===== src/hw/prp_rx_map.vh =====
// Constants for the packet receive port: sizes, word fields, addresses, status threshold
`ifndef PRP_RX_MAP_VH
`define PRP_RX_MAP_VH

// Number of ports served and width of a port index
`define PRP_NPORT 4
`define PRP_PW 2
// Per-port FIFO depth in words and pointer width
`define PRP_DEPTH 16
`define PRP_AW 4
// Stored word: 16 data bits plus four markers
`define PRP_WW 20
`define PRP_F_SOP 16
`define PRP_F_EOP 17
`define PRP_F_MOD 18
`define PRP_F_ERR 19
// Null port address and default base address of this device
`define PRP_NULL_ADDR 5'h1f
`define PRP_BASE_ADDR 5'h00
// Fill level in words that raises packet-available without a packet end
`define PRP_PA_THRESH 5'h08

`endif


===== src/hw/unused_placeholder_none.v =====
// Empty design unit kept deliberately absent of logic
`timescale 1ns/10ps


===== src/hw/prp_rx_port.v =====
// Multi-port packet receive port facing a link-layer reader, with per-port FIFOs
`timescale 1ns/10ps
`include "prp_rx_map.vh"
// Summary of operation
// On the final word, word-size flag high means one byte, low means two.
// Every word is full except the last; word-size only meaningful on last word.
// Read enable deasserted: start, end, size and error outputs are released.
// Null or foreign address selected while deasserted keeps outputs released.
// Start marker accompanies the first word of every packet; the code drops it on a one-word packet, where it falls with the end marker.
// End marker on the final word, never together with the start marker.
// Error flag marks an aborted packet, only on its final word.
// Error may come from overflow, abort, missing start or end, or parity.
// Error flag counts only while data valid is high.
// Packet mode: deasserted cycles select a port, asserted cycles transfer.
// Packet mode: while asserted, the address polls packet-available status.
// Byte mode: each asserted cycle moves one word from the addressed port.
// Byte mode: no polling; each port has its own direct status output.
// The reader drains FIFOs fast enough and may pause in any cycle.
// The reader drives a five-bit address selecting the port read.
// Packet mode: the address also picks the port whose status is polled.
// Address 1Fh is never answered, with data or with status.
// Data valid drops on empty or packet end and stays low until deselect; the code does this in packet mode only.
// Packet available when the FIFO holds a packet end or threshold words.
// Data is valid only with read enable asserted and a valid port selected.
// Outputs change and inputs are taken on the link clock rising edge; direct status and the byte-mode poll drop follow the system clock.
module prp_rx_port (
    input wire clk_sys,
    input wire srst,
    input wire rfclk,
    input wire renb_n,
    input wire [4:0] radr,
    input wire byte_mode,
    input wire usr_valid,
    input wire [`PRP_PW-1:0] usr_port,
    input wire [15:0] usr_data,
    input wire usr_sop,
    input wire usr_eop,
    input wire usr_mod,
    input wire usr_err,
    output reg usr_ready_ff,
    output reg [15:0] rx_data_ff,
    output reg rx_sop_ff,
    output reg rx_eop_ff,
    output reg rx_mod_ff,
    output reg rx_err_ff,
    output reg rx_val_ff,
    output reg rx_oe_ff,
    output reg poll_pa_ff,
    output reg poll_pa_oe_ff,
    output reg [`PRP_NPORT-1:0] direct_pa_ff
);
    localparam NP = `PRP_NPORT;
    localparam PW = `PRP_PW;
    localparam AW = `PRP_AW;
    localparam WW = `PRP_WW;

    // Link pin synchronisers; two stages each, and a third on the link clock for edge detection
    reg rfclk_s1_ff, rfclk_s2_ff, rfclk_s3_ff;
    reg renb_s1_ff, renb_s2_ff;
    reg [4:0] radr_s1_ff, radr_s2_ff;
    reg mode_s1_ff, mode_s2_ff;
    always @(posedge clk_sys) begin
        if (srst) begin
            // Link clock idles high, so leaving reset shows no false edge
            rfclk_s1_ff <= 1'b1;
            rfclk_s2_ff <= 1'b1;
            rfclk_s3_ff <= 1'b1;
            renb_s1_ff <= 1'b1;
            renb_s2_ff <= 1'b1;
            radr_s1_ff <= `PRP_NULL_ADDR;
            radr_s2_ff <= `PRP_NULL_ADDR;
            mode_s1_ff <= 1'b0;
            mode_s2_ff <= 1'b0;
        end else begin
            rfclk_s1_ff <= rfclk;
            rfclk_s2_ff <= rfclk_s1_ff;
            rfclk_s3_ff <= rfclk_s2_ff;
            renb_s1_ff <= renb_n;
            renb_s2_ff <= renb_s1_ff;
            radr_s1_ff <= radr;
            radr_s2_ff <= radr_s1_ff;
            mode_s1_ff <= byte_mode;
            mode_s2_ff <= mode_s1_ff;
        end
    end

    wire lk_rise = rfclk_s2_ff & ~rfclk_s3_ff;
    wire lk_fall = ~rfclk_s2_ff & rfclk_s3_ff;

    // Inputs are held mid-period so the rising edge sees what the reader drove for it
    reg hold_renb_ff;
    reg [4:0] hold_adr_ff;
    always @(posedge clk_sys) begin
        if (srst) begin
            hold_renb_ff <= 1'b1;
            hold_adr_ff <= `PRP_NULL_ADDR;
        end else if (lk_fall) begin
            hold_renb_ff <= renb_s2_ff;
            hold_adr_ff <= radr_s2_ff;
        end
    end

    // Two-entry buffer between the user stream and the port FIFOs
    reg [WW+PW-1:0] bf_mem [0:1];
    reg bf_wp_ff, bf_rp_ff;
    reg [1:0] bf_cnt_ff;
    wire [WW+PW-1:0] bf_head = bf_mem[bf_rp_ff];
    wire [PW-1:0] bf_port = bf_head[WW+PW-1:WW];
    wire [NP-1:0] f_full;
    wire bf_push = usr_valid & usr_ready_ff;
    wire bf_pop = (bf_cnt_ff != 2'd0) & ~f_full[bf_port];
    reg [1:0] nxt_bf_cnt;
    always @* begin
        nxt_bf_cnt = bf_cnt_ff;
        if (bf_push & ~bf_pop)
            nxt_bf_cnt = bf_cnt_ff + 2'd1;
        else if (bf_pop & ~bf_push)
            nxt_bf_cnt = bf_cnt_ff - 2'd1;
    end
    always @(posedge clk_sys) begin
        if (bf_push)
            bf_mem[bf_wp_ff] <= {usr_port, usr_err, usr_mod, usr_eop, usr_sop, usr_data};
    end
    always @(posedge clk_sys) begin
        if (srst) begin
            bf_wp_ff <= 1'b0;
            bf_rp_ff <= 1'b0;
            bf_cnt_ff <= 2'd0;
            usr_ready_ff <= 1'b0;
        end else begin
            if (bf_push)
                bf_wp_ff <= ~bf_wp_ff;
            if (bf_pop)
                bf_rp_ff <= ~bf_rp_ff;
            bf_cnt_ff <= nxt_bf_cnt;
            usr_ready_ff <= (nxt_bf_cnt != 2'd2);
        end
    end

    // Read-side decisions made on each link rising edge
    wire [4:0] adr_off = hold_adr_ff - `PRP_BASE_ADDR;
    wire adr_hit = (hold_adr_ff != `PRP_NULL_ADDR) && (adr_off < NP);
    reg [PW-1:0] sel_ff;
    reg sel_ok_ff;
    reg stop_ff;
    wire [NP-1:0] f_empty;
    wire [NP-1:0] f_pa;
    wire [NP*AW-1:0] rp_vec;
    wire [NP*AW-1:0] wp_vec;
    reg [PW-1:0] rd_port;
    reg rd_go;
    always @* begin
        rd_port = sel_ff;
        rd_go = 1'b0;
        if (lk_rise && !hold_renb_ff) begin
            if (mode_s2_ff) begin
                rd_port = adr_off[PW-1:0];
                rd_go = adr_hit & ~f_empty[adr_off[PW-1:0]];
            end else begin
                rd_go = sel_ok_ff & ~stop_ff & ~f_empty[sel_ff];
            end
        end
    end

    // Port FIFO storage, one region per port
    reg [WW-1:0] f_mem [0:NP*`PRP_DEPTH-1];
    wire [WW-1:0] f_head = f_mem[{rd_port, rp_vec[rd_port*AW +: AW]}];
    always @(posedge clk_sys) begin
        if (bf_pop)
            f_mem[{bf_port, wp_vec[bf_port*AW +: AW]}] <= bf_head[WW-1:0];
    end

    genvar gi;
    generate
        for (gi = 0; gi < NP; gi = gi + 1) begin : g_port
            reg [AW:0] wp_ff, rp_ff;
            reg [4:0] eopc_ff;
            wire wr = bf_pop && (bf_port == gi);
            wire rd = rd_go && (rd_port == gi);
            wire [AW:0] lvl = wp_ff - rp_ff;
            wire wr_eop = wr & bf_head[`PRP_F_EOP];
            wire rd_eop = rd & f_head[`PRP_F_EOP];
            assign f_empty[gi] = (lvl == {(AW+1){1'b0}});
            assign f_full[gi] = lvl[AW];
            assign wp_vec[gi*AW +: AW] = wp_ff[AW-1:0];
            assign rp_vec[gi*AW +: AW] = rp_ff[AW-1:0];
            assign f_pa[gi] = (eopc_ff != 5'd0) || (lvl >= `PRP_PA_THRESH);
            always @(posedge clk_sys) begin
                if (srst) begin
                    wp_ff <= {(AW+1){1'b0}};
                    rp_ff <= {(AW+1){1'b0}};
                    eopc_ff <= 5'd0;
                end else begin
                    if (wr)
                        wp_ff <= wp_ff + 1'b1;
                    if (rd)
                        rp_ff <= rp_ff + 1'b1;
                    if (wr_eop & ~rd_eop)
                        eopc_ff <= eopc_ff + 5'd1;
                    else if (rd_eop & ~wr_eop)
                        eopc_ff <= eopc_ff - 5'd1;
                end
            end
        end
    endgenerate

    // Next values of the link-facing registers; they move only on a link rising edge, except the poll drive, which byte mode drops at once
    wire h_eop = f_head[`PRP_F_EOP];
    reg [PW-1:0] nxt_sel;
    reg nxt_sel_ok;
    reg nxt_stop;
    reg [15:0] nxt_rx_data;
    reg nxt_rx_sop;
    reg nxt_rx_eop;
    reg nxt_rx_mod;
    reg nxt_rx_err;
    reg nxt_rx_val;
    reg nxt_rx_oe;
    reg nxt_poll_pa;
    reg nxt_poll_pa_oe;
    always @* begin
        nxt_sel = sel_ff;
        nxt_sel_ok = sel_ok_ff;
        nxt_stop = stop_ff;
        nxt_rx_data = rx_data_ff;
        nxt_rx_sop = rx_sop_ff;
        nxt_rx_eop = rx_eop_ff;
        nxt_rx_mod = rx_mod_ff;
        nxt_rx_err = rx_err_ff;
        nxt_rx_val = rx_val_ff;
        nxt_rx_oe = rx_oe_ff;
        nxt_poll_pa = poll_pa_ff;
        // A switch to byte mode drops the poll drive without waiting for the link clock
        nxt_poll_pa_oe = poll_pa_oe_ff & ~mode_s2_ff;
        if (lk_rise) begin
            if (hold_renb_ff) begin
                // Selection phase: everything released
                nxt_rx_oe = 1'b0;
                nxt_rx_val = 1'b0;
                nxt_poll_pa_oe = 1'b0;
                nxt_sel = adr_off[PW-1:0];
                nxt_sel_ok = adr_hit;
                nxt_stop = 1'b0;
            end else begin
                nxt_rx_oe = mode_s2_ff ? adr_hit : sel_ok_ff;
                nxt_poll_pa_oe = ~mode_s2_ff & adr_hit;
                nxt_poll_pa = f_pa[adr_off[PW-1:0]];
                nxt_rx_val = rd_go;
                // Markers are cleared on empty cycles so a stale end marker never lingers
                nxt_rx_sop = 1'b0;
                nxt_rx_eop = 1'b0;
                nxt_rx_mod = 1'b0;
                nxt_rx_err = 1'b0;
                if (rd_go) begin
                    nxt_rx_data = f_head[15:0];
                    nxt_rx_sop = f_head[`PRP_F_SOP] & ~h_eop;
                    nxt_rx_eop = h_eop;
                    nxt_rx_mod = f_head[`PRP_F_MOD] & h_eop;
                    nxt_rx_err = f_head[`PRP_F_ERR] & h_eop;
                end
                // Held low until the reader deselects the port
                if (!mode_s2_ff && (!rd_go || h_eop))
                    nxt_stop = 1'b1;
            end
        end
    end

    // Link-facing output registers
    always @(posedge clk_sys) begin
        if (srst) begin
            sel_ff <= {PW{1'b0}};
            sel_ok_ff <= 1'b0;
            stop_ff <= 1'b0;
            rx_data_ff <= 16'h0000;
            rx_sop_ff <= 1'b0;
            rx_eop_ff <= 1'b0;
            rx_mod_ff <= 1'b0;
            rx_err_ff <= 1'b0;
            rx_val_ff <= 1'b0;
            rx_oe_ff <= 1'b0;
            poll_pa_ff <= 1'b0;
            poll_pa_oe_ff <= 1'b0;
            direct_pa_ff <= {NP{1'b0}};
        end else begin
            sel_ff <= nxt_sel;
            sel_ok_ff <= nxt_sel_ok;
            stop_ff <= nxt_stop;
            rx_data_ff <= nxt_rx_data;
            rx_sop_ff <= nxt_rx_sop;
            rx_eop_ff <= nxt_rx_eop;
            rx_mod_ff <= nxt_rx_mod;
            rx_err_ff <= nxt_rx_err;
            rx_val_ff <= nxt_rx_val;
            rx_oe_ff <= nxt_rx_oe;
            poll_pa_ff <= nxt_poll_pa;
            poll_pa_oe_ff <= nxt_poll_pa_oe;
            // Direct status follows the FIFOs every cycle, in both modes
            direct_pa_ff <= f_pa;
        end
    end
endmodule // prp_rx_port


===== config.mk =====
export PLATFORM = sky130hd
export DESIGN_NAME = prp_rx_port
export DESIGN_NICKNAME = d
export VERILOG_FILES = /design/src/hw/unused_placeholder_none.v /design/src/hw/prp_rx_port.v
export VERILOG_INCLUDE_DIRS = /design/src /design/src/hw
export SDC_FILE = /design/constraint.sdc
export NUM_CORES = 2
export LEC_CHECK = 0
export BUFFER_PORTS_ARGS = -buffer_cell sky130_fd_sc_hd__clkbuf_2
export CORE_UTILIZATION = 63
export CTS_CLUSTER_DIAMETER = 60
export CTS_CLUSTER_SIZE = 40
export DETAILED_ROUTE_END_ITERATION = 8
export PLACE_DENSITY = 0.9
export SYNTH_ARGS = -nofsm -noshare
export SYNTH_HDL_FRONTEND = slang
export SYNTH_SLANG_ARGS = --single-unit

===== constraint.sdc =====
create_clock -name clk_sys -period 6.15 [get_ports clk_sys]
set_input_delay 1.23 -clock clk_sys [delete_from_list [all_inputs] [get_ports clk_sys]]
set_output_delay 1.23 -clock clk_sys [all_outputs]
set_load 0.1 [all_outputs]

* Yosys cells after proc, flatten, opt, wreduce, memory -nomap -nowiden
Memories as Yosys holds them, arrays and structs flattened. A register that Yosys moved wholly into a read port is not among the register bits. Cells that the tools add are included.
Word-level totals: flip-flop bits (word level) 120, memory bits (writable) 1324, bits of input ports 33, output and inout bits 29, logic and storage cells 211, memories kept 2
Cells by class: add/subtract/negate cells 22, $lt $le $gt $ge 8, eq/ne operators 8, shifts and indexed selects 2, muxes and demuxes 39, bitwise operators 51, reduce and logical (&&, ||, !) cells 39
Memory list:
- f_mem | words 64, bits a word 20, rd ports 1, clocked after memory_dff 0, wr ports 1, line prp_rx_port.v:166 | reg [WW-1:0] f_mem [0:NP*`PRP_DEPTH-1];
- bf_mem | words 2, bits a word 22, rd ports 1, clocked after memory_dff 1, wr ports 1, line prp_rx_port.v:104 | reg [WW+PW-1:0] bf_mem [0:1];
Operators with widths (count):
- $add 5x1->5 const B | 12
- $mux 5 | 8
- $shiftx 16x5->4 | 2
- $and 1x1->1 | 30
- $mux 1 | 23
- $not 1->1 | 21
- $ge 5x4->1 const B | 4
- $logic_not 5->1 | 4
- $reduce_bool 5->1 | 4
- $sub 5x1->5 const B | 4
- $sub 5x5->5 | 4
- $reduce_bool 2->1 | 6
- $logic_and 1x1->1 | 11
- $lt 2x3->1 const B | 3
- $bmux 1 s2 | 4
- $eq 2x2->1 const B | 4
- $mux 2 | 4
- $reduce_and 2->1 | 3
- $logic_or 1x1->1 | 5
- $lt 5x3->1 const B | 1
- $ne 5x5->1 const B | 1
- $eq 2x1->1 const B | 2
- $logic_not 2->1 | 2
- $logic_not 1->1 | 3
- 4 further kinds | 4

* Logic depth before layout (Yosys ltp)
word-level depth 13, depth in mapped cells 24, gate-level depth less buffers 21

* Least setup slack after synthesis
Ideal clock, no wire load.
kind reg-to-reg, start register g_port[3].rp_ff[0], end register g_port[0].eopc_ff[4], library setup time 0.070 ns, arrival 4.552 ns, data required time 6.080 ns, slack 1.527 ns, cell stages (with the launch flop) 22, path buffers 2, cell sequence dfxtp_1 ha_1 inv_1 fa_1 a21o_1 o21ai_0 a21o_1 a21oi_1 o2111a_1 mux4_2 o22ai_1 clkbuf_1 clkbuf_1 nand3_1 ha_1 inv_1 ha_1 a21o_1 a21oi_1 xnor2_1 or3_1 a21oi_1
On the way: longest elaborated chain between the ends 13, elaborated cells between the ends (all ways) 28
RTL lines:
- start, declared | line prp_rx_port.v:176 | reg [AW:0] wp_ff, rp_ff;
- start signal, assigned | line prp_rx_port.v:191 | rp_ff <= {(AW+1){1'b0}};
- start signal, assigned | line prp_rx_port.v:197 | rp_ff <= rp_ff + 1'b1;
- $sub 5x5->5 | line prp_rx_port.v:180 | wire [AW:0] lvl = wp_ff - rp_ff;
- $logic_not 5->1 | line prp_rx_port.v:183 | assign f_empty[gi] = (lvl == {(AW+1){1'b0}});
- $bmux 1 s2, on equally long branches | line prp_rx_port.v:160, prp_rx_port.v:158
- $mux 1, on equally long branches | line prp_rx_port.v:160, prp_rx_port.v:158
- $not 1->1, on equally long branches | line prp_rx_port.v:160, prp_rx_port.v:158
- $and 1x1->1, on equally long branches | line prp_rx_port.v:160, prp_rx_port.v:158
- $mux 1 | line prp_rx_port.v:156 | if (mode_s2_ff) begin
- $mux 1 | line prp_rx_port.v:155 | if (lk_rise && !hold_renb_ff) begin
- $logic_and 1x1->1 | line prp_rx_port.v:179 | wire rd = rd_go && (rd_port == gi);
- $and 1x1->1 | line prp_rx_port.v:182 | wire rd_eop = rd & f_head[`PRP_F_EOP];
- $not 1->1 | line prp_rx_port.v:198 | if (wr_eop & ~rd_eop)
- $and 1x1->1 | line prp_rx_port.v:198
- $mux 5 or $reduce_bool 2->1 (tied branches)
- end signal, assigned | line prp_rx_port.v:199 | eopc_ff <= eopc_ff + 5'd1;
- end signal, assigned | line prp_rx_port.v:201 | eopc_ff <= eopc_ff - 5'd1;
- end, declared | line prp_rx_port.v:177 | reg [4:0] eopc_ff;
Several ways; a longest one is shown, not always the timed one. The select of a mux whose other input is x is not followed. A chain may end at the register's enable or synchronous reset.

* Worst setup path in the final report
start register hold_renb_ff, end register g_port[0].eopc_ff[4]
On the way: longest elaborated chain between the ends 9, elaborated cells between the ends (all ways) 14
RTL lines:
- start, declared | line prp_rx_port.v:91 | reg hold_renb_ff;
- start signal, assigned | line prp_rx_port.v:98 | hold_renb_ff <= renb_s2_ff;
- $logic_not 1->1 (*) | line prp_rx_port.v:155
- $logic_and 1x1->1 (*) | line prp_rx_port.v:155
- $mux 2 | line prp_rx_port.v:155
- $shiftx 16x5->4 or $logic_not 2->1 (tied branches) | line prp_rx_port.v:167, prp_rx_port.v:179
- $mem_v2 64x20 or $logic_and 1x1->1 (tied branches)
- $and 1x1->1 (*) | line prp_rx_port.v:182
- $not 1->1 | line prp_rx_port.v:198
- $and 1x1->1 | line prp_rx_port.v:198
- $mux 5 or $reduce_bool 2->1 (tied branches)
Mark *: on every way between the ends. The rest lies on a longest branch, timed or not.

==> impl_results.md <==
* Status: finished, final reports clean
* Share of cells above drive strength 1 at between 10% and 20%
* Fillers at 5391
* DIE HEIGHT at approximately 310 um
* Final WS setup at 0.391 ns
* Post-synth EDFFs at 1324
* DR iter-0 viols at a little under 7000
* Crit path max-delay family: multiplexers
* Slew HR at 10.3%
* Fin Setup TNS at 0 ns
* Worst Path Max Fanout at 44
* Grt ovf at 0
* GPL Wtd Cong at 0.971
* Met1 usage at 42.8%
* Area Overhead vs Synth at 8.29%
* TritonCTS clock tree: yes
* Final setup viols at 0
* Cells after DPL at 5443
* Reg2reg path depth at 19
* RSZ-0062 raised after global routing: no
* Seq pwr share at 58.5%
* DP Wirelength at slightly below 90000 um
* Worst Hold Path Cells at 1
* Final Slew Violations at 0
* Clock sinks at 1445
* Final wirelength at 156000 um
* Power per cell area at 312 nW/um2
* DP Worst Slack at roughly 0.35 ns
* Die area at 94100 um2
* Core box area at 91800 um2
* Library cells used by synthesis at 72
* Max stage delay on crit path at 0.66 ns
* Final Non-Filler Cells at 5593
* Met2 Use GR at approximately half
* Post-Syn Area at 58500 um2
* TritonCTS Buffers at 76
* P_leak at ~21 nW
* Remaining antenna violation count after routing at 0
* Clock root buffer: clkbuf_16
* Highest-count cells in the layout ignoring fill and taps: 1324 x edfxtp_1, 887 x nand2_1, 307 x nand3_1
* Die width at 307 um
* Worst r2r src: hold_renb_ff
* Nets at 4366
* Initial core utilization at 63.7%
* GR peak layer: met2
* Htree depth at 3
* Post-DR wirelength/cell at roughly 28 um
* Internal reg-to-reg setup slack at around 0.4 ns
* Remaining DRCs at 0
* Port Buf Inserts at 61
* Worst Skew at 0.0647 ns
* Hold buffers post-CTS at 0
* Syn avg cell area at 13.6 um2
* Critical Path Source Type: flip-flop
* Initial DRT Pass Iterations at 8
* Max-cap viol count at 0
* Via count at 38700
* Period utilization at about 94%
* WHS Endpoint: renb_s2_ff
* Clock share of power at 31.6%
* CTS clk-pin slew, worst paths at 0.10 ns
* Crit path arrival time at roughly 6.4 ns
* Design internal power at 14.6 mW
* Seq cells post-synth at between 1000 and 1500
* Critical hold path startpoint: renb_s1_ff
* Largest net degree at the start of global routing at about 170
* Post-Synthesis Cells at roughly 4300
* Fmax at ~170 MHz
* Switching power at 5.20 mW
* Initial antenna violation count at 6
* Slowest cell on crit path: nor4bb_4
* FF-to-FF End: g_port[0].eopc_ff[4]
* Worst-path cell chain: nor4bb_4 -> mux2i_4 -> mux2i_1 -> mux2_8 -> a211oi_1 -> a31o_2 -> o311ai_0 -> o22ai_1 -> nor3_1 -> buf_4 -> nand3_1 -> ha_1 -> inv_1 -> ha_1 -> a21o_1 -> a21oi_1 -> xnor2_1 -> or3_1 -> a21oi_1
* Global-route wire length before repair at 230000 um
* Drt via density at 6.92
* Row count at approximately 110
* Ys Warns at 0
* Syn_nets at ~4400
* Peak VDD IR at 0.232 mV
* Critical path class: flip-flop to flip-flop
* Clock tree buffer depth at 3
* Vias in the first global route at 37300
* Worst-skew pair later-pin latency at 0.72 ns
* Fin crit period at between 5 and 6 ns
* GR Layer Usage met3 at between 8 and 9%
* Combinational share of power at 9.9%
* Data required, critical path at 6.74 ns
* Critical Path Sink Type: flip-flop
* Final Hold Fails at 0
* Most common cell after layout, fill and taps aside: edfxtp_1
* Num ports at 62
* Sw frac at 26.3%
* Share of flip-flops with an asynchronous set or reset at 0%
* Worst Path Buf+Inv at 2
* GRT Overall Usage at approximately a third
* Sequential-to-total area share from yosys stat at 72.1%
* Worst-Margin Slew at 1.35 ns
* Most used DFF post-synth: edfxtp_1
* Hold Path Class: flip-flop to flip-flop
[power groups by stage]
| stage | combinational, mW | clock, mW | sequential [mW] |
|---|---|---|---|
| floorplan | 1.03 | 0 | 11.8 |
| global placement | 1.79 | 0 | 11.8 |
| detailed placement | 1.87 | 0 | 11.8 |
| CTS | 1.89 | 6.23 | 11.6 |
| global route | 2.03 | 6.56 | 11.6 |
| finish | 1.95 | 6.25 | 11.6 |
[stage by stage]
step                      instance area [um2]  power (mW)  hold WS [ns]  utilization [%]
final                                   63400        19.8         0.427             69.0
after floorplan                         58500        12.9         0.389                -
after detailed placement                60500        13.7         0.397             65.9
after global placement                  60500        13.6         0.395             65.9
after CTS                               63300        19.7         0.426             69.0
after global routing                    63300        20.2         0.449             69.0
[kinds of logic after synthesis]
kind of cell / after synthesis / share of synthesized area (%)
fa+ha+maj: 50 / 1.17
buf+inv: 319 / 2.30
xor+xnor: 57 / 0.853
compound gates: 655 / 7.81
simple gates: 1603 / 12.1
flops: 1445 / 72.1
mux: 166 / 3.70
[cells in the mapped netlist (4+ instances only)]
master | instances | area share (%)
and4_1 | 6 | 0.090
edfxtp_1 | 1324 | 68
dfxtp_1 | 121 | 4.1
mux2i_1 | 100 | 1.7
nand3_1 | 309 | 2.6
mux2_2 | 27 | 0.52
buf_1 | 31 | 0.20
o2111ai_1 | 9 | 0.13
o21ai_0 | 50 | 0.43
nor3_1 | 14 | 0.12
and2_1 | 14 | 0.15
nor2_1 | 164 | 1.1
buf_2 | 82 | 0.70
a221oi_1 | 5 | 0.075
mux4_2 | 35 | 1.3
xor2_1 | 31 | 0.46
o21a_1 | 4 | 0.051
a21oi_1 | 149 | 1.3
inv_1 | 32 | 0.21
and3_1 | 133 | 1.4
o211ai_1 | 8 | 0.10
a31oi_1 | 69 | 0.74
nand4_1 | 8 | 0.086
or4_1 | 4 | 0.051
a211oi_1 | 127 | 1.6
or2_2 | 15 | 0.16
nor2b_1 | 13 | 0.14
clkbuf_1 | 162 | 1.0
nand2_1 | 887 | 5.7
xnor2_1 | 26 | 0.39
a311oi_1 | 154 | 2.3
a211o_1 | 6 | 0.090
ha_1 | 42 | 0.90
nand2b_1 | 11 | 0.12
o22ai_1 | 17 | 0.18
a22oi_1 | 10 | 0.13
buf_4 | 6 | 0.077
or3_1 | 9 | 0.096
a21o_1 | 16 | 0.21
fa_1 | 8 | 0.27
[per-layer routing]
metal	wire [um]	up-vias	part of all wire, %
met5	13	-	0.0083
met4	9710	2	6.2
met3	22500	613	14
met2	72400	3360	46
met1	51600	18600	33
li1	-	16100	-
[how the worst max path moves through the flow]
stage | from | endpoint | slack (ns) | depth (start not counted)
2_1_floorplan | g_port[3].rp_ff[0] | g_port[0].eopc_ff[4] | 1.53 | 21
3_3_place_gp | hold_renb_ff | g_port[0].eopc_ff[4] | 0.52 | 19
3_5_place_dp | hold_renb_ff | g_port[3].eopc_ff[4] | 0.35 | 19
4_1_cts | hold_renb_ff | g_port[0].eopc_ff[4] | 0.33 | 19
5_1_grt | hold_renb_ff | g_port[0].eopc_ff[4] | 0.08 | 19
6_report | hold_renb_ff | g_port[0].eopc_ff[4] | 0.39 | 19
[area by class of cell]
cell class	count	area [um2]	area share, %
diodes	4	10.0	0.0158
clock buffers	82	1980	3.12
clock inverters	59	870	1.37
inverters	34	128	0.201
multi-input cells	2532	15300	24.1
flip-flops and latches	1445	42200	66.6
well taps	1243	1560	2.45
repair buffers	194	1360	2.14
[repair_timing]
| action | CTS | global route |
|---|---|---|
| resized for setup | 0 | 1 |
| hold endpoints to repair | 0 | 0 |
| endpoints found under the setup margin | 0 | 7 |
| buffers inserted | 0 | 4 |
[flip-flops by register name, summed over array words and instances (netlist names), 2 cells and up, named ones only]
register	cells
hold_adr_ff	5
bf_cnt_ff	2
sel_ff	2
direct_pa_ff	4
g_port.eopc_ff	20
radr_s1_ff	5
rx_data_ff	16
g_port.rp_ff	20
g_port.wp_ff	20
f_mem	1280
radr_s2_ff	5
bf_mem	44
No activity file was read; power rests on OpenSTA's default activity.
